<file path="src/include/pwm_carrier_timer_regs.svh">
// Purpose: Register offsets, fields, reset values and timing counts of the PWM/carrier timer
// Assumes: AXI4-Lite slave, 32-bit data, one aligned word per register
// Notes:   Definitions only
`ifndef PWM_CARRIER_TIMER_REGS_SVH
`define PWM_CARRIER_TIMER_REGS_SVH

`define OFS_MODE      8'h00
`define OFS_PERIOD    8'h04
`define OFS_DUTY      8'h08
`define OFS_CARRIER   8'h0C
`define OFS_STATUS    8'h10

// Mode register fields
`define MODE_RUN_BIT      7
`define MODE_CKS_LSB      4
`define MODE_MD_LSB       2
`define MODE_LEVEL_BIT    1
`define MODE_OUTEN_BIT    0

// Carrier control register fields
`define CAR_REMOTE_BIT    2
`define CAR_MASTER_BIT    1
`define CAR_SLAVE_BIT     0

`define RESET_MODE        8'h00
`define RESET_PERIOD      8'h00
`define RESET_DUTY        8'h00
`define RESET_CARRIER     3'h0

// Count clocks a buffered duty write must age before transfer
`define DUTY_SETTLE_CLKS  2'h3
// Count clock after the synced partner edge at which the gate copies
`define GATE_COPY_CLKS    2'h2

`endif

</file>
<file path="src/include/pwm_carrier_timer_pkg.sv">
// Purpose: Types shared by the PWM/carrier timer
// Assumes: Constants live in pwm_carrier_timer_regs.svh
// Notes:   Types only
package pwm_carrier_timer_pkg;

  typedef enum logic [1:0] {
    MODE_INTERVAL = 2'h0,
    MODE_CARRIER  = 2'h1,
    MODE_PWM      = 2'h2,
    MODE_BAD      = 2'h3
  } timer_mode_t;

  typedef struct packed {
    logic        run;
    logic [2:0]  cks;
    timer_mode_t md;
    logic        level;
    logic        outen;
  } mode_reg_t;

  typedef struct packed {
    logic remote;
    logic master;
    logic slave;
  } carrier_reg_t;

endpackage

</file>
<file path="src/design/count_tick_gen.sv">
// Purpose: Count clock enable from the selected prescaler tap
// Assumes: Runs on aclk; sel picks a power-of-two divide
// Notes:   One-cycle tick pulses, held high every cycle for sel 0; cleared while not running
`timescale 1ns/10ps
module count_tick_gen #(
  parameter int DIV_W = 12
) (
  input  wire logic       aclk,
  input  wire logic       aresetn,
  input  wire logic       run,
  input  wire logic [2:0] sel,
  output logic            tick
);

  logic [DIV_W-1:0] div_q;
  logic             tap;

  always_comb begin
    unique case (sel)
      3'h0: tap = 1'b1;
      3'h1: tap = &div_q[1:0];
      3'h2: tap = &div_q[3:0];
      3'h3: tap = &div_q[5:0];
      3'h4: tap = &div_q[DIV_W-1:0];
      3'h5: tap = &div_q[6:0];
      3'h6: tap = &div_q[8:0];
      3'h7: tap = &div_q[2:0];
    endcase
  end

  // Divider restarts on each run so the first count clock is a whole period
  always_ff @(posedge aclk) begin
    if (!aresetn || !run) begin
      div_q <= '0;
    end else begin
      div_q <= div_q + DIV_W'(1);
    end
  end

  always_ff @(posedge aclk) begin
    if (!aresetn || !run) begin
      tick <= 1'b0;
    end else begin
      tick <= tap;
    end
  end

endmodule

</file>
<file path="src/design/pwm_carrier_timer.sv">
// Purpose: 8-bit timer channel with PWM and infrared carrier modes, AXI4-Lite registers
// Assumes: Single clock aclk, synchronous active-low reset, partner irq synchronous pulse
// Notes:   Interval mode toggles on period matches only
`timescale 1ns/10ps
`include "pwm_carrier_timer_regs.svh"

////////////////////////////////////////////////////////////////////////////////
// Operation
// - Period match clears, irqs, toggles, selects duty in PWM and carrier modes
// - PWM duty match toggles, reselects period only
// - PWM period N+1, duty (M+1)/(N+1)
// - Duty write buffered, transfers at a duty match once aged three count clocks
// - Start masks first clock, pin idle outside carrier mode
// - Stopping returns irq and pin idle
// - Carrier: period low width, duty high
// - Remote enable and master select output
// - Gate master writable, slave read-only
// - Partner irq synced to count clock
// - Slave copies master second clock after
// - Idle level select chooses pin default
module pwm_carrier_timer #(
  parameter int DIV_W = 12
) (
  input  wire logic        aclk,
  input  wire logic        aresetn,
  input  wire logic [7:0]  s_axi_awaddr,
  input  wire logic        s_axi_awvalid,
  output logic             s_axi_awready,
  input  wire logic [31:0] s_axi_wdata,
  input  wire logic [3:0]  s_axi_wstrb,
  input  wire logic        s_axi_wvalid,
  output logic             s_axi_wready,
  output logic [1:0]       s_axi_bresp,
  output logic             s_axi_bvalid,
  input  wire logic        s_axi_bready,
  input  wire logic [7:0]  s_axi_araddr,
  input  wire logic        s_axi_arvalid,
  output logic             s_axi_arready,
  output logic [31:0]      s_axi_rdata,
  output logic [1:0]       s_axi_rresp,
  output logic             s_axi_rvalid,
  input  wire logic        s_axi_rready,
  input  wire logic        partner_timer_irq,
  output logic             timer_out_pin,
  output logic             match_irq,
  output logic             synced_partner_irq
);

  pwm_carrier_timer_pkg::mode_reg_t    timer_mode_reg_q;
  pwm_carrier_timer_pkg::carrier_reg_t carrier_control_reg_q;
  logic [7:0] period_compare_q;
  logic [7:0] duty_compare_q;
  logic [7:0] duty_buf_q;
  logic       duty_pend_q;
  logic [1:0] duty_age_q;
  logic [7:0] count_q;
  logic       cmp_duty_q;
  logic       started_q;
  logic       wave_q;
  logic       partner_pend_q;
  logic [1:0] gate_cnt_q;
  logic       tick;
  logic       run;
  logic       aw_held_q;
  logic       w_held_q;
  logic [7:0] aw_addr_q;
  logic [31:0] w_data_q;
  logic [3:0] w_strb_q;
  logic       wr_go;
  logic       duty_wr;
  logic       period_hit;
  logic       duty_hit;
  logic       cmp_hit;
  logic       pwm_mode;
  logic       car_mode;

  assign run      = timer_mode_reg_q.run;
  assign pwm_mode = timer_mode_reg_q.md == pwm_carrier_timer_pkg::MODE_PWM;
  assign car_mode = timer_mode_reg_q.md == pwm_carrier_timer_pkg::MODE_CARRIER;

  function automatic logic [7:0] merge_byte(input logic [7:0] old, input logic [31:0] d,
                                            input logic [3:0] s);
    merge_byte = s[0] ? d[7:0] : old;
  endfunction

  count_tick_gen #(
    .DIV_W (DIV_W)
  ) u_tick (
    .aclk    (aclk),
    .aresetn (aresetn),
    .run     (run),
    .sel     (timer_mode_reg_q.cks),
    .tick    (tick)
  );

  ////////////////////////////////////////////////////////////////////////////////
  // AXI4-Lite write channel: address and data accepted in either order
  assign wr_go   = aw_held_q && w_held_q && !s_axi_bvalid;
  assign duty_wr = wr_go && (aw_addr_q == `OFS_DUTY) && w_strb_q[0];

  always_ff @(posedge aclk) begin
    if (!aresetn) begin
      aw_held_q     <= 1'b0;
      aw_addr_q     <= 8'h00;
      s_axi_awready <= 1'b0;
    end else begin
      s_axi_awready <= !aw_held_q && !s_axi_awready && s_axi_awvalid;
      if (s_axi_awvalid && s_axi_awready) begin
        aw_held_q <= 1'b1;
        aw_addr_q <= s_axi_awaddr;
      end else if (wr_go) begin
        aw_held_q <= 1'b0;
      end
    end
  end

  always_ff @(posedge aclk) begin
    if (!aresetn) begin
      w_held_q     <= 1'b0;
      w_data_q     <= 32'h0000_0000;
      w_strb_q     <= 4'h0;
      s_axi_wready <= 1'b0;
    end else begin
      s_axi_wready <= !w_held_q && !s_axi_wready && s_axi_wvalid;
      if (s_axi_wvalid && s_axi_wready) begin
        w_held_q <= 1'b1;
        w_data_q <= s_axi_wdata;
        w_strb_q <= s_axi_wstrb;
      end else if (wr_go) begin
        w_held_q <= 1'b0;
      end
    end
  end

  // Unmapped or read-only targets still answer OKAY; writes to them are dropped
  always_ff @(posedge aclk) begin
    if (!aresetn) begin
      s_axi_bvalid <= 1'b0;
      s_axi_bresp  <= 2'h0;
    end else if (wr_go) begin
      s_axi_bvalid <= 1'b1;
      s_axi_bresp  <= 2'h0;
    end else if (s_axi_bready) begin
      s_axi_bvalid <= 1'b0;
    end
  end

  ////////////////////////////////////////////////////////////////////////////////
  // Registers written by software
  always_ff @(posedge aclk) begin
    if (!aresetn) begin
      timer_mode_reg_q <= `RESET_MODE;
    end else if (wr_go && aw_addr_q == `OFS_MODE && w_strb_q[0]) begin
      timer_mode_reg_q <= w_data_q[7:0];
    end
  end

  // Period held by software while running, no hardware guard
  always_ff @(posedge aclk) begin
    if (!aresetn) begin
      period_compare_q <= `RESET_PERIOD;
    end else if (wr_go && aw_addr_q == `OFS_PERIOD) begin
      period_compare_q <= merge_byte(period_compare_q, w_data_q, w_strb_q);
    end
  end

  always_ff @(posedge aclk) begin
    if (!aresetn) begin
      carrier_control_reg_q.remote <= 1'b0;
      carrier_control_reg_q.master <= 1'b0;
    end else if (wr_go && aw_addr_q == `OFS_CARRIER && w_strb_q[0]) begin
      carrier_control_reg_q.remote <= w_data_q[`CAR_REMOTE_BIT];
      carrier_control_reg_q.master <= w_data_q[`CAR_MASTER_BIT];
    end
  end

  ////////////////////////////////////////////////////////////////////////////////
  // Duty buffer: stopped writes go straight through, running writes wait
  always_ff @(posedge aclk) begin
    if (!aresetn) begin
      duty_buf_q  <= `RESET_DUTY;
      duty_pend_q <= 1'b0;
      duty_age_q  <= 2'h0;
    end else if (duty_wr) begin
      duty_buf_q  <= w_data_q[7:0];
      duty_pend_q <= run;
      duty_age_q  <= 2'h0;
    end else if (duty_pend_q && tick && cmp_duty_q && duty_hit
                 && duty_age_q == `DUTY_SETTLE_CLKS) begin
      duty_pend_q <= 1'b0;
    end else if (duty_pend_q && tick && duty_age_q != `DUTY_SETTLE_CLKS) begin
      duty_age_q <= duty_age_q + 2'h1;
    end
  end

  always_ff @(posedge aclk) begin
    if (!aresetn) begin
      duty_compare_q <= `RESET_DUTY;
    end else if (duty_wr && !run) begin
      duty_compare_q <= w_data_q[7:0];
    end else if (duty_pend_q && tick && cmp_duty_q && duty_hit
                 && duty_age_q == `DUTY_SETTLE_CLKS) begin
      duty_compare_q <= duty_buf_q;
    end
  end

  ////////////////////////////////////////////////////////////////////////////////
  // Counter and compare selection
  assign period_hit = count_q == period_compare_q;
  assign duty_hit   = count_q == duty_compare_q;
  assign cmp_hit    = started_q && (cmp_duty_q ? duty_hit : period_hit);

  // First count clock after start is swallowed
  always_ff @(posedge aclk) begin
    if (!aresetn || !run) begin
      started_q <= 1'b0;
    end else if (tick) begin
      started_q <= 1'b1;
    end
  end

  always_ff @(posedge aclk) begin
    if (!aresetn || !run) begin
      count_q <= 8'h00;
    end else if (tick && started_q) begin
      if (cmp_hit && (!cmp_duty_q || !pwm_mode)) begin
        count_q <= 8'h00;
      end else begin
        count_q <= count_q + 8'h01;
      end
    end
  end

  always_ff @(posedge aclk) begin
    if (!aresetn || !run) begin
      cmp_duty_q <= 1'b0;
    end else if (tick && cmp_hit && (pwm_mode || car_mode)) begin
      cmp_duty_q <= !cmp_duty_q;
    end
  end

  // Internal waveform starts low, pin maps it onto the idle level outside carrier mode
  always_ff @(posedge aclk) begin
    if (!aresetn || !run) begin
      wave_q <= 1'b0;
    end else if (tick && cmp_hit) begin
      wave_q <= !wave_q;
    end
  end

  always_ff @(posedge aclk) begin
    if (!aresetn || !run) begin
      match_irq <= 1'b0;
    end else begin
      match_irq <= tick && cmp_hit && (!cmp_duty_q || !pwm_mode);
    end
  end

  ////////////////////////////////////////////////////////////////////////////////
  // Partner interrupt held until the next count clock, then slave gate copy
  always_ff @(posedge aclk) begin
    if (!aresetn) begin
      partner_pend_q <= 1'b0;
    end else if (partner_timer_irq && !tick) begin
      // An irq that meets a tick is consumed at once, so it must not also stay pending
      partner_pend_q <= 1'b1;
    end else if (tick) begin
      partner_pend_q <= 1'b0;
    end
  end

  always_ff @(posedge aclk) begin
    if (!aresetn) begin
      synced_partner_irq <= 1'b0;
    end else begin
      synced_partner_irq <= tick && (partner_pend_q || partner_timer_irq);
    end
  end

  always_ff @(posedge aclk) begin
    if (!aresetn) begin
      gate_cnt_q <= 2'h0;
    end else if (synced_partner_irq) begin
      gate_cnt_q <= 2'h1;
    end else if (tick && gate_cnt_q != 2'h0) begin
      gate_cnt_q <= (gate_cnt_q == `GATE_COPY_CLKS) ? 2'h0 : gate_cnt_q + 2'h1;
    end
  end

  always_ff @(posedge aclk) begin
    if (!aresetn) begin
      carrier_control_reg_q.slave <= 1'b0;
    end else if (tick && gate_cnt_q == `GATE_COPY_CLKS) begin
      carrier_control_reg_q.slave <= carrier_control_reg_q.master;
    end
  end

  ////////////////////////////////////////////////////////////////////////////////
  // Pin select; a disabled output rests at the idle level
  always_ff @(posedge aclk) begin
    if (!aresetn) begin
      timer_out_pin <= 1'b0;
    end else if (!timer_mode_reg_q.outen || !run) begin
      timer_out_pin <= timer_mode_reg_q.level;
    end else if (car_mode) begin
      if (!carrier_control_reg_q.remote) begin
        timer_out_pin <= carrier_control_reg_q.master;
      end else begin
        timer_out_pin <= carrier_control_reg_q.slave && wave_q;
      end
    end else begin
      timer_out_pin <= wave_q ^ timer_mode_reg_q.level;
    end
  end

  ////////////////////////////////////////////////////////////////////////////////
  // AXI4-Lite read channel
  always_ff @(posedge aclk) begin
    if (!aresetn) begin
      s_axi_arready <= 1'b0;
      s_axi_rvalid  <= 1'b0;
      s_axi_rdata   <= 32'h0000_0000;
      s_axi_rresp   <= 2'h0;
    end else begin
      s_axi_arready <= !s_axi_arready && !s_axi_rvalid && s_axi_arvalid;
      if (s_axi_arvalid && s_axi_arready) begin
        s_axi_rvalid <= 1'b1;
        s_axi_rresp  <= 2'h0;
        unique case (s_axi_araddr)
          `OFS_MODE:    s_axi_rdata <= {24'h000000, timer_mode_reg_q};
          `OFS_PERIOD:  s_axi_rdata <= {24'h000000, period_compare_q};
          `OFS_DUTY:    s_axi_rdata <= {24'h000000, duty_compare_q};
          `OFS_CARRIER: s_axi_rdata <= {29'h00000000, carrier_control_reg_q};
          `OFS_STATUS:  s_axi_rdata <= {22'h000000, duty_pend_q, cmp_duty_q, count_q};
          default: begin
            s_axi_rdata <= 32'h0000_0000;
            s_axi_rresp <= 2'h2;
          end
        endcase
      end else if (s_axi_rready) begin
        s_axi_rvalid <= 1'b0;
      end
    end
  end

  ////////////////////////////////////////////////////////////////////////////////
  // Checks
  a_irq_only_period: assert property (@(posedge aclk) disable iff (!aresetn)
    (pwm_mode && tick && cmp_hit && cmp_duty_q) |=> !match_irq)
    else $error("match irq raised on a PWM duty match");
  a_period_clears: assert property (@(posedge aclk) disable iff (!aresetn)
    (run && tick && cmp_hit && !cmp_duty_q) |=> (count_q == 8'h00) && cmp_duty_q && match_irq)
    else $error("period match did not clear and switch");
  a_stop_idle: assert property (@(posedge aclk) disable iff (!aresetn)
    (!run) |=> !match_irq && (count_q == 8'h00))
    else $error("stop did not idle the timer");
  a_first_masked: assert property (@(posedge aclk) disable iff (!aresetn)
    ($rose(run)) |=> !started_q && (count_q == 8'h00))
    else $error("first count clock not masked");
  a_gate_copy: assert property (@(posedge aclk) disable iff (!aresetn)
    (tick && gate_cnt_q == 2'h2)
      |=> carrier_control_reg_q.slave == $past(carrier_control_reg_q.master))
    else $error("gate slave did not take master");
  a_sync_on_tick: assert property (@(posedge aclk) disable iff (!aresetn)
    synced_partner_irq |-> $past(tick))
    else $error("synced partner irq not on a count clock");
  a_duty_settle: assert property (@(posedge aclk) disable iff (!aresetn)
    (duty_pend_q && duty_age_q != 2'h3)
      |=> duty_compare_q == $past(duty_compare_q) || $past(duty_wr))
    else $error("duty transferred too early");
  a_remote_off: assert property (@(posedge aclk) disable iff (!aresetn)
    (run && car_mode && timer_mode_reg_q.outen && !carrier_control_reg_q.remote)
      |=> timer_out_pin == $past(carrier_control_reg_q.master))
    else $error("remote disabled output wrong");

endmodule

</file>
<file path="config.mk">
export PLATFORM = sky130hd
export DESIGN_NAME = pwm_carrier_timer
export DESIGN_NICKNAME = d
export VERILOG_FILES = /design/src/include/pwm_carrier_timer_pkg.sv /design/src/design/count_tick_gen.sv /design/src/design/pwm_carrier_timer.sv
export VERILOG_INCLUDE_DIRS = /design/src /design/src/include
export SDC_FILE = /design/constraint.sdc
export NUM_CORES = 1
export LEC_CHECK = 0
export ABC_AREA = 1
export BUFFER_PORTS_ARGS = -buffer_cell sky130_fd_sc_hd__buf_2
export CAP_MARGIN = 40
export CORE_MARGIN = 2
export CORE_UTILIZATION = 45
export CTS_BUF_LIST = sky130_fd_sc_hd__clkbuf_8
export DETAILED_ROUTE_END_ITERATION = 10
export PLACE_DENSITY = 0.68
export SYNTH_ARGS = -nofsm -noshare
export SYNTH_HDL_FRONTEND = slang
export SYNTH_SLANG_ARGS = --single-unit
</file>
<file path="constraint.sdc">
create_clock -name aclk -period 2.95 [get_ports aclk]
set_clock_uncertainty 0.15 [all_clocks]
set_input_delay 0.1475 -clock aclk [delete_from_list [all_inputs] [get_ports aclk]]
set_output_delay 0.1475 -clock aclk [all_outputs]
set_load 0.005 [all_outputs]
</file>
# Yosys cells after proc, flatten, opt, wreduce, memory -nomap -nowiden
# Index checks and enable logic that the tools add are counted.
# totals
ff_bits	126
inputBits	60
out_inout_bits	44
elab_cells	167
# classes
bitwise	3
n_mux	24
n_eq_ne	21
add_sub_neg	4
n_reduce_logical	78
# op_table
operator	n
$pmux W10 S5	1
$logic_and A1 B1 Y1	35
$eq A8 B4 Y1 const B	4
$mux W8	3
$reduce_bool A2 Y1	9
$mux W1	17
$eq A8 B3 Y1 const B	2
$eq A8 B8 Y1	2
$logic_not A8 Y1	2
$logic_not A1 Y1	14
$add A12 B1 Y12 const B	1
$eq A3 B3 Y1 const B	4
$reduce_and A12 Y1	1
$reduce_and A9 Y1	1
$add A8 B1 Y8 const B	1
$eq A8 B5 Y1 const B	1
$pmux W1 S8	1
$reduce_and A7 Y1	1
$eq A2 B2 Y1 const B	3
$eq A3 B2 Y1 const B	2
$reduce_and A2 Y1	3
$reduce_and A6 Y1	1
$logic_or A1 B1 Y1	5
$reduce_or A5 Y1	1
11 further kinds	15

# Depth between registers and ports, before layout
# Gate-level depths: netlist of the first run.
# logic_depth
word_depth	6
depth_mapped	12
mapped_depth_nobuf	12

# Hierarchy
# A second synthesis of the first run with hierarchy kept.
# unflattened
cells_unflattened	672
hier_area_um2	4977.3
# modules_own_cells
mod	seq_area_each_um2	cells_each	instances	area_per_inst_um2
pwm_carrier_timer	1801.7	583	1	4325.4
count_tick_gen	260.2	89	1	651.9

# Least setup slack after synthesis of the first run
# No wires, ideal clock.
# synth_path
path_type	register to register
startpoint	reg u_tick.div_q[0]
endpoint	reg u_tick.tick
path_buffers	0
path_slack_ns	1.194
required_ns	2.722
setup_time_ns	0.078
synth_period_minus_slack_ns	1.756
path_stages_with_launch	13
arrival_time_ns	1.528
path_cell_list	dfxtp_1 ha_1 nand3_1 nor2_1 nand2_1 nor2_1 nand2_1 inv_1 ha_1 nand3_1 nand3_1 a21oi_1 nor3_1
# synth_via
elab_chain_len	2
elab_cells_between_ends	8
classes_between	mux: 1; reduce/logical: 7
# synth_rtl
item	line_no	text
start, declared	count_tick_gen.sv:15	logic [DIV_W-1:0] div_q;
start signal, assigned	count_tick_gen.sv:36	div_q <= div_q + DIV_W'(1);
$reduce_and A12 Y1, or another cell as far along	count_tick_gen.sv:24	3'h4: tap = &div_q[DIV_W-1:0];
$pmux W1 S8 (*)	count_tick_gen.sv:19	unique case (sel)
end signal, assigned	count_tick_gen.sv:44	tick <= tap;
end, declared	count_tick_gen.sv:12	output logic tick
# Every way passes the cells marked *; elsewhere a longest branch is shown, timed or not.
# A chain may end at the register's enable or synchronous reset.

# Worst setup path in the final report of the first run
# layout_path
startpoint	reg s_axi_bvalid
endpoint	reg duty_compare_q[6]
# layout_via
elab_chain_len	6
elab_cells_between_ends	7
classes_between	mux: 1; reduce/logical: 6
# layout_rtl
item	line_no	text
start, declared	pwm_carrier_timer.sv:34	output logic s_axi_bvalid,
start signal, assigned	pwm_carrier_timer.sv:138	s_axi_bvalid <= 1'b0;
start signal, assigned	pwm_carrier_timer.sv:141	s_axi_bvalid <= 1'b1;
start signal, assigned	pwm_carrier_timer.sv:144	s_axi_bvalid <= 1'b0;
$logic_not A1 Y1 (*)	pwm_carrier_timer.sv:98	assign wr_go = aw_held_q && w_held_q && !s_axi_bvalid;
$logic_and A1 B1 Y1 (*)	pwm_carrier_timer.sv:98	
$logic_and A1 B1 Y1 (*) (2 in series)	pwm_carrier_timer.sv:99	assign duty_wr = wr_go && (aw_addr_q == `OFS_DUTY) && w_strb_q[0];
$logic_and A1 B1 Y1 (*)	pwm_carrier_timer.sv:199	end else if (duty_wr && !run) begin
$mux W8 / $reduce_bool A2 Y1 (equally long branches)	--	
end signal, assigned	pwm_carrier_timer.sv:198	duty_compare_q <= `RESET_DUTY;
end signal, assigned	pwm_carrier_timer.sv:200	duty_compare_q <= w_data_q[7:0];
end signal, assigned	pwm_carrier_timer.sv:203	duty_compare_q <= duty_buf_q;
end, declared	pwm_carrier_timer.sv:52	logic [7:0] duty_compare_q;
# Marked as above.

==> results of run 1 <==
==> worst max path at each step <==
stage | slack (ps) | cells after the start | to | from
floorplan | 1190 | 12 | u_tick.tick | u_tick.div_q[0]
global placement | 940 | 8 | duty_compare_q[1] | s_axi_bvalid
detailed placement | 870 | 10 | count_q[3] | count_q[0]
CTS | 830 | 8 | duty_compare_q[6] | s_axi_bvalid
global route | 610 | 10 | count_q[3] | count_q[0]
finish | 830 | 8 | duty_compare_q[6] | s_axi_bvalid
==> per-stage QoR <==
| stage | util [%] | cell area (um^2) | power [mW] | setup WS, ps |
|---|---|---|---|---|
| after global routing | 52.68 | 5439 | 2.509 | 614.7 |
| after global placement | 48.54 | 5011 | 1.561 | 938.3 |
| after CTS | 52.68 | 5439 | 2.433 | 828.5 |
| final | 52.68 | 5439 | 2.410 | 830.4 |
| after detailed placement | 48.61 | 5019 | 1.565 | 873.4 |
| after floorplan | - | 4855 | 1.543 | 1194 |
==> kinds of logic after synthesis <==
logic type                 synth area share [%]
and+or+nand+nor                           22.82
buffers and inverters                     11.87
other                                   0.07871
AOI/OAI and AO/OA                         17.36
DFF                                       43.28
xor gates and xnor gates                  2.757
adders and majority gates                 1.838
==> power by group through the flow <==
stage / sequential [mW] / clock, mW / combinational, mW
detailed placement: 1.45 / 0 / 0.113
CTS: 1.42 / 0.878 / 0.136
global placement: 1.45 / 0 / 0.110
global route: 1.42 / 0.933 / 0.154
floorplan: 1.45 / 0 / 0.0924
finish: 1.42 / 0.854 / 0.137
==> cells in the mapped netlist, drive strengths merged <==
cell | number | area [um^2]
nor3 | 19 | 110.1
nand2 | 111 | 419.2
clkbuf | 13 | 50.04
a311oi | 1 | 8.760
and3 | 3 | 20.02
o221ai | 1 | 8.760
nor4 | 2 | 12.51
xor2 | 8 | 70.07
dfxtp | 103 | 2062
or2 | 2 | 12.51
o21ai | 61 | 309.1
o211a | 1 | 10.01
o2111ai | 1 | 8.760
conb | 1 | 3.750
nand4 | 3 | 18.77
nand3b | 1 | 7.510
buf | 30 | 234.0
a211oi | 1 | 7.510
a31oi | 1 | 6.260
nand3 | 29 | 145.1
a21oi | 72 | 382.9
xnor2 | 7 | 61.31
inv | 75 | 281.5
o211ai | 9 | 67.56
ha | 7 | 87.58
a2111oi | 1 | 8.760
nor2 | 85 | 341.6
a221oi | 1 | 8.760
==> critical path, cell delays in order (launching register included) <==
cell      delay [ps]
dfxtp_1          360
nand3b_1         190
nor2_2            70
nand3_1          140
or2_1            560
nand2_1          100
inv_1            230
nand2_1          130
a21oi_2          140
==> layer usage <==
layer | wire length, um | up-vias | track usage (%)
met2 | 5068 | 124 | 32.62
met5 | 0 | - | 0
met1 | 5013 | 1906 | 24.87
met4 | 153 | 0 | 5.380
li1 | - | 2201 | -
met3 | 480 | 17 | 3.222
==> sequential cells by signal, indices dropped and copies added, names as in the netlist, 2 cells and up <==
name                   cells
duty_buf_q                 8
carrier_control_reg_q      3
timer_mode_reg_q           7
duty_compare_q             8
aw_addr_q                  8
count_q                    8
period_compare_q           8
w_data_q                   8
s_axi_rdata               10
u_tick.div_q              12
duty_age_q                 2
gate_cnt_q                 2
==> cell type report <==
type,instances,area [um^2]
fillers,971,4885
multi-input cells,452,2227
flip-flops and latches,103,2062
repair buffers,77,508.0
inverters,75,281.5
well taps,136,170.2
clock buffers,9,123.9
clock inverters,7,66.31
==> results.py, run 1 <==
metrics = {
    "run_status": {
        "status": "completed",
    },
    "timing": {
        "worst_pin_slew_ps": 868.1,
        "setup_violations": 0,
        "slew_violations": 0,
        "hold_viol": 0,
        "rsz0062_at_grt": "no",
        "fmax_mhz": 471.8,
        "slew_headroom_pct": 41.81,
        "whs_ps": 36.32,
        "finalCritPeriodShare_pct": 71.85,
        "fin_setup_tns_ps": 0,
        "min_period_ps": 2120,
    },
    "pwr": {
        "combPwrFrac_pct": 5.7,
        "p_seq_share_pct": 58.9,
        "p_int_mw": 1.855,
        "p_switching_uw": 555.2,
        "vdd_drop_max_mv": 0.2620,
        "p_per_area_nw_per_um2": 443.1,
        "clkPwrFrac_pct": 35.4,
        "netSwitchingFraction_pct": 23.04,
        "p_leak_nw": 2.146,
    },
    "drt": {
        "drtIter0Drc": 221,
        "dr.pass1.iters": 5,
        "wl_per_cell_um": 12.47,
        "vias": 4248,
        "drc": 0,
        "antenna_left": 0,
        "wirelength_um": 10720,
        "vias_per_cell": 4.945,
    },
    "clock_network": {
        "max-clock-path-buffers": 2,
        "cts.htree.levels": 3,
        "worstSkewPairLatency_ps": 360,
        "post_cts_buffers": 0,
        "clock_sinks": 103,
        "tritoncts": "done",
        "cts_buffers": 9,
        "cts_hold_buf": 23,
        "cts_resized": 0,
        "clk_pin_slew_worst_paths_ps": 100,
        "root_buffer": "clkbuf_8",
    },
    "worst_setup_path": {
        "critPathKind": "reg -> reg",
        "r2r_start": "s_axi_bvalid",
        "worstPathArrival_ps": 2270,
        "path_max_fanout": 17,
        "rr_endpoint": "duty_compare_q[6]",
        "required_ps": 3100,
        "r2r_cells": 8,
        "end_kind": "flip-flop",
        "cp-start-kind": "flip-flop",
        "reg2reg_slack_ps": 830,
    },
    "flow_run": {
        "drv_cap": 0,
    },
    "worst_hold_path": {
        "min_path_cells": 6,
        "min_to": "s_axi_rdata[9]",
        "worstHoldStart": "s_axi_araddr[6]",
        "hp-class": "in -> reg",
    },
    "global_route": {
        "grt_antenna_before_repair": 0,
        "grt_overflow": 0,
        "grt_usage_pct": 19.09,
        "grt_max_degree": 54,
        "grt_pass1_wl_um": 17590,
        "grt_pass1_vias": 3879,
    },
    "floorplanning": {
        "initial_core_util_pct": 46.15,
        "ios": 104,
        "chipWidth_um": 106.9,
        "die-area_um2": 11430,
        "dieHeight_um": 106.9,
        "core_area_um2": 10320,
        "rows": 37,
    },
    "yosys": {
        "seq_area_frac_synth_pct": 43.28,
        "ys_types": 39,
        "syn-mean-instance-area_um2": 7.341,
        "syn_area_um2": 4765,
        "ys_warn_count": 0,
        "syn_inst": 649,
        "yosys_register_bits": 103,
    },
    "layout": {
        "drive_gt1_share_pct": 12.03,
        "nets": 785,
        "final_common_cell": "nand2_1",
        "layout_common_cells": "nand2_1 (110), dfxtp_1 (103), nor2_1 (78)",
        "num_antenna_cells": 0,
        "instances_no_fill": 859,
        "syn_to_final_growth_pct": 14.15,
    },
    "place": {
        "dp.cells": 820,
        "routabilityCongestion": 0.8512,
        "io_buffers": 51,
        "dpl.hpwl_um": 7776,
    },
}
Note: power is estimated with default switching activity, not from simulation.
==> run 2, diff against run 1 <==
clock period = 2 ns   (was 2.95 ns; I/O delays follow)
==> results.py, run 2 (synthesis results as in run 1) <==
metrics = {
    "run_status": {
        "status": "completed",
    },
    "place": {
        "routabilityCongestion": 0.8867,
        "place_area_um2": 5094,
        "io_buffers": 51,
        "dpl.hpwl_um": 7964,
        "pre_cts_ws_ps": 13.32,
    },
    "global_route": {
        "grt_usage_pct": 20.65,
        "grt_max_degree": 54,
        "grt_pass1_wl_um": 18840,
        "grt_pass1_vias": 4114,
        "grt_overflow": 0,
        "grt_antenna_before_repair": 0,
    },
    "floorplanning": {
        "initial_core_util_pct": 46.15,
        "dieHeight_um": 106.9,
        "ios": 104,
        "core_area_um2": 10320,
        "chipWidth_um": 106.9,
        "die-area_um2": 11430,
        "rows": 37,
    },
    "layout": {
        "fillers": 981,
        "layout_common_cells": "nand2_1 (109), dfxtp_1 (94), nor2_1 (75)",
        "final_common_cell": "nand2_1",
        "nets": 806,
        "drive_gt1_share_pct": 16.69,
        "reg.largest.list": "u_tick.div_q x12, s_axi_rdata x10",
        "largest_register_ffs": 12,
        "syn_to_final_growth_pct": 19.38,
        "final-seq-area_um2": 2076,
        "design_area_um2": 5688,
        "multiInputGateArea_um2": 2270,
        "regMostFlops": "u_tick.div_q",
        "num_antenna_cells": 0,
    },
    "worst_setup_path": {
        "critPathBufInv": 1,
        "crit_top_cell": "nor2_1",
        "critPathSlowestCell": "dfxtp_2",
        "end_kind": "flip-flop",
        "cp-start-kind": "flip-flop",
        "crit_start": "count_q[4]",
        "path_max_fanout": 7,
        "worstPathArrival_ps": 1980,
        "critPathKind": "reg -> reg",
        "path_delay_family": "simple AND/OR/NAND/NOR gates",
        "cp_cell_sequence": "inv_1 > nand2_1 > nand2_1 > nor2_1 > nand2_1 > nor2_1 > nor2_1 > nor2_2 > nand2_2 > o21ai_4 > nor2_1",
        "r2r_start": "count_q[4]",
        "required_ps": 2100,
        "slowest_delay_ps": 400,
    },
    "drt": {
        "wirelength_um": 11190,
        "drc": 0,
        "met1_length_um": 4984,
        "wl_met3_um": 586,
        "top_layer": "met4",
        "vias": 4390,
        "wl_met2_um": 5406,
        "wl_per_cell_um": 12.72,
        "antenna_left": 0,
        "vias_per_cell": 4.994,
        "dr.pass1.iters": 4,
        "drtIter0Drc": 280,
    },
    "pwr": {
        "p_seq_share_pct": 56.4,
        "netSwitchingFraction_pct": 22.75,
        "combPwrFrac_pct": 5.6,
        "vdd_drop_max_mv": 0.3284,
        "p_switching_uw": 843.5,
        "clkPwrFrac_pct": 37.9,
        "p_leak_nw": 2.248,
        "p_int_mw": 2.865,
        "p_per_area_nw_per_um2": 651.9,
    },
    "timing": {
        "finalCritPeriodShare_pct": 93.72,
        "slew_violations": 0,
        "rsz0062_at_grt": "yes",
        "min_period_ps": 1874,
        "setup_violations": 0,
        "fmax_mhz": 533.5,
        "worst_pin_slew_ps": 544.8,
        "worst_slack_ps": 125.6,
        "hold_viol": 0,
        "slew_headroom_pct": 63.59,
    },
    "clock_network": {
        "tritoncts": "done",
        "cts.htree.levels": 3,
        "worstSkewPairLatency_ps": 370,
        "cts_buffers": 9,
        "max-clock-path-buffers": 2,
        "clock_sinks": 103,
        "clk_pin_slew_worst_paths_ps": 90,
        "root_buffer": "clkbuf_8",
    },
    "flow_run": {
        "drv_cap": 0,
    },
    "worst_hold_path": {
        "worstHoldStart": "s_axi_araddr[3]",
        "hp-class": "in -> reg",
    },
}
[run 2: cell types whose count changed in the layout (fill, tap and decap cells not counted), moves of 2 or more]
cell           before  now
dfxtp_2             0    8
inv_1              77   73
nor2_2              6    9
nand3_2             0    2
nor2_1             78   75
inv_2               0    2
nand3_1            29   27
dfxtp_1           103   94
buf_4               3   20
dlygate4sd3_1      23   27
[run 2: path summary, 6_finish.rpt]
path	end	slack, ps	cells after the start
min	s_axi_rdata[0]	70	5
max	count_q[4]	130	11
min reg2reg	s_axi_awready	300	1
max reg2reg	count_q[4]	130	11
[run 2: stage by stage]
step	TNS, ps	total power [mW]	hold WS [ps]	instances	utilization, %
6_report	0	3.708	74.38	879	55.10
5_1_grt	-10.82	3.866	123.8	879	55.10
4_1_cts	0	3.739	58.65	872	54.10
3_5_place_dp	0	2.309	189.2	830	49.34
3_3_place_gp	0	2.305	185.9	830	49.34
2_1_floorplan	0	2.276	68.31	673	-
[run 2: power by group through the flow]
stage	combinational (mW)	clock [mW]	sequential [mW]
after floorplan	0.136	0	2.14
after global placement	0.165	0	2.14
after detailed placement	0.168	0	2.14
after CTS	0.205	1.44	2.09
after global routing	0.237	1.53	2.10
final	0.209	1.41	2.09
[run 2: area by class of cell]
cell class / count / share of cell area [%]
multi-input combinational: 452 / 39.90
sequential: 103 / 36.49
timing repair buffer: 98 / 11.88
inverter: 75 / 5.015
tap: 136 / 2.992
clock buffer: 9 / 2.178
clock inverter: 6 / 1.540
[run 2: layer usage]
layer  vias to the layer above  GRT usage (%)
li1                       2243              -
met1                      2002          25.85
met2                       130          35.81
met3                        15          3.161
met4                         0          7.792
met5                         -              0
[run 2: what timing repair did]
action | in CTS | in global routing
cloned | 0 | 0
buffers inserted | 0 | 7
pin swaps | 0 | 4
resized for setup | 2 | 21
setup endpoints to repair | 6 | 23
endpoints found under the hold margin | 27 | 0
hold buffers | 27 | 0
[run 2: worst min-delay path, stage by stage]
cell     delay [ps]
buf_2            80
inv_1            80
nand3_1          90
and3_1          140
a31oi_1          60
==> run 3, diff against run 2 <==
ABC_AREA = unset   (was 1)
==> results.py, run 3 <==
metrics = {
    "yosys": {
        "yosys.area_share.adder_pct": 1.748,
        "synth_xor_area_share_pct": 6.494,
        "ys_warn_count": 0,
        "syn_area_um2": 5010,
        "ys.flop_type": "dfxtp_1",
        "syn-mean-instance-area_um2": 8.883,
        "synth_area_leader_cell": "dfxtp_1",
        "synth_edf_count": 0,
        "synth.area.mux_share_pct": 6.543,
        "ys_types": 51,
        "synth.top_cells.by_count": "dfxtp_1 (103), nand2_1 (96), a21boi_0 (38)",
        "synthTopCellsByArea": "dfxtp_1 (41%), nand2_1 (7.2%), a21boi_0 (5.7%), mux2i_1 (5.2%), buf_4 (3.9%)",
        "seq_area_frac_synth_pct": 41.16,
        "synth_top_family_by_area": "simple AND/OR/NAND/NOR gates",
        "synthArstFlopShare_pct": 0,
        "syn_inst": 564,
        "synth_compound_area_share_pct": 14.41,
        "yosysMostFrequentCell": "dfxtp_1",
        "yosys_register_bits": 103,
        "synth_top_area_share_pct": 41.16,
        "synthSimpleGateAreaFrac_pct": 22.03,
    },
    "drt": {
        "dr.pass1.iters": 4,
        "wirelength_um": 11930,
        "vias": 4162,
        "wl_per_cell_um": 14.72,
        "top_layer": "met4",
        "vias_per_cell": 5.138,
        "wl_met2_um": 5819,
        "wl_met3_um": 535,
        "antenna_left": 0,
        "drtIter0Drc": 207,
        "met1_length_um": 5355,
        "drc": 0,
    },
    "worst_setup_path": {
        "required_ps": 2150,
        "path_depth": 6,
        "critPathSlowestCell": "or4_4",
        "worstPathArrival_ps": 2150,
        "cp-start-kind": "flip-flop",
        "end_kind": "flip-flop",
        "reg2reg_slack_ps": 7,
        "cp_cell_sequence": "buf_4 > xnor2_4 > nand3_2 > or4_4 > a2111o_1 > o21ai_1",
        "r2r_cells": 6,
        "rr_endpoint": "cmp_duty_q",
        "slowest_delay_ps": 540,
        "path_max_fanout": 3,
        "path_delay_family": "simple AND/OR/NAND/NOR gates",
        "r2r_start": "count_q[6]",
        "critPathKind": "reg -> reg",
        "critPathBufInv": 1,
    },
    "clock_network": {
        "cts.htree.levels": 3,
        "root_buffer": "clkbuf_8",
        "clock_sinks": 103,
        "max-clock-path-buffers": 2,
        "worstSkewPairLatency_ps": 370,
        "cts_buffers": 9,
        "clk_pin_slew_worst_paths_ps": 100,
        "tritoncts": "done",
    },
    "layout": {
        "regMostFlops": "u_tick.div_q",
        "reg.largest.list": "u_tick.div_q x12, s_axi_rdata x10",
        "largest_register_ffs": 12,
        "final-seq-area_um2": 2073,
        "final_util_pct": 56.12,
        "num_antenna_cells": 0,
        "multiInputGateArea_um2": 2735,
        "nets": 732,
        "layout_common_cells": "nand2_1 (95), dfxtp_1 (94), buf_2 (51)",
        "final_common_cell": "nand2_1",
        "syn_to_final_growth_pct": 21.43,
        "fillers": 985,
        "drive_gt1_share_pct": 21.79,
    },
    "timing": {
        "setup_violations": 0,
        "hold_viol": 0,
        "slew_violations": 0,
        "rsz0062_at_grt": "yes",
        "fmax_mhz": 501.8,
        "min_period_ps": 1993,
        "finalCritPeriodShare_pct": 99.65,
    },
    "pwr": {
        "netSwitchingFraction_pct": 23.91,
        "p_per_area_nw_per_um2": 566.6,
        "p_total_mw": 3.447,
        "vdd_drop_max_mv": 0.4101,
        "combPwrFrac_pct": 6.0,
        "clkPwrFrac_pct": 33.2,
        "p_seq_share_pct": 60.8,
        "p_int_mw": 2.623,
        "p_leak_nw": 2.410,
        "p_switching_uw": 824.0,
    },
    "floorplanning": {
        "chipWidth_um": 109.5,
        "dieHeight_um": 109.5,
        "rows": 38,
        "initial_core_util_pct": 46.21,
        "die-area_um2": 11990,
        "ios": 104,
        "core_area_um2": 10840,
    },
    "global_route": {
        "grt_overflow": 0,
        "grt_pass1_vias": 4033,
        "grt_usage_pct": 20.85,
        "grt_pass1_wl_um": 19180,
        "grt_antenna_before_repair": 0,
        "grt_max_degree": 60,
    },
    "run_status": {
        "status": "completed",
    },
    "place": {
        "io_buffers": 51,
        "dpl.hpwl_um": 8573,
        "routabilityCongestion": 0.8831,
    },
    "worst_hold_path": {
        "worstHoldStart": "aresetn",
        "hp-class": "in -> reg",
        "min_path_cells": 4,
        "min_to": "s_axi_wready",
    },
    "flow_run": {
        "drv_cap": 0,
    },
}
-- run 3: area by class of cell --
cell class / count / share of cell area [%]
clock buffers: 9 / 2.036
multi-input cells: 422 / 44.96
flip-flops and latches: 103 / 34.08
clock inverters: 7 / 0.6582
well taps: 140 / 2.879
inverters: 4 / 0.2468
repair buffers: 125 / 15.14
-- run 3: how the worst max path moves through the flow --
stage | from | end | slack (ps)
2_1_floorplan | aw_addr_q[5] | duty_compare_q[6] | 130
3_3_place_gp | count_q[5] | count_q[6] | -60
3_5_place_dp | count_q[5] | count_q[6] | -50
4_1_cts | count_q[6] | duty_compare_q[5] | -20
5_1_grt | count_q[5] | cmp_duty_q | -80
6_report | count_q[6] | cmp_duty_q | 7
-- run 3: per-stage QoR --
step	setup slack [ps]	TNS, ps	instance area [um^2]	hold slack, ps	cells
detailed placement	-52.71	-149.4	5512	200.4	760
CTS	-20.79	-71.81	6022	44.35	808
finish	7.024	0	6083	68.08	810
floorplan	126.2	0	5100	68.31	588
global route	-81.76	-1130	6083	66.66	810
global placement	-62.47	-149.7	5512	192.6	760
-- run 3: cell families after synthesis --
kind of cell | count (synthesis)
xor gates and xnor gates | 29
DFF | 103
buffers and inverters | 63
other | 1
muxes | 32
adders and majority gates | 7
and+or+nand+nor | 221
AOI/OAI and AO/OA | 108
-- run 3: worst reg2reg max path, stage by stage (launching register included) --
cell and delay (ps):
dfxtp_1 340, buf_4 160, xnor2_4 180, nand3_2 120, or4_4 540, a2111o_1 370
o21ai_1 80
-- run 3: per-layer routing --
layer | up-vias | global-route usage (%)
met5 | - | 0
met4 | 0 | 8.318
met3 | 15 | 3.912
met2 | 94 | 34.79
met1 | 1954 | 26.55
li1 | 2099 | -
-- run 3: power by group through the flow --
| stage | Combinational, mW | Clock [mW] | Sequential, mW |
|---|---|---|---|
| after floorplan | 0.139 | 0 | 2.13 |
| after global placement | 0.157 | 0 | 2.14 |
| after detailed placement | 0.161 | 0 | 2.14 |
| after CTS | 0.201 | 1.18 | 2.10 |
| after global routing | 0.230 | 1.29 | 2.10 |
| final | 0.206 | 1.14 | 2.10 |
-- run 3: what timing repair did --
| item | CTS | global route |
|---|---|---|
| pin swaps | 2 | 18 |
| endpoints found under the setup margin | 17 | 37 |
| hold buffers | 31 | 0 |
| endpoints found under the hold margin | 24 | 0 |
| gates cloned | 0 | 1 |
| gates resized for setup | 9 | 33 |
| buffers inserted | 1 | 2 |
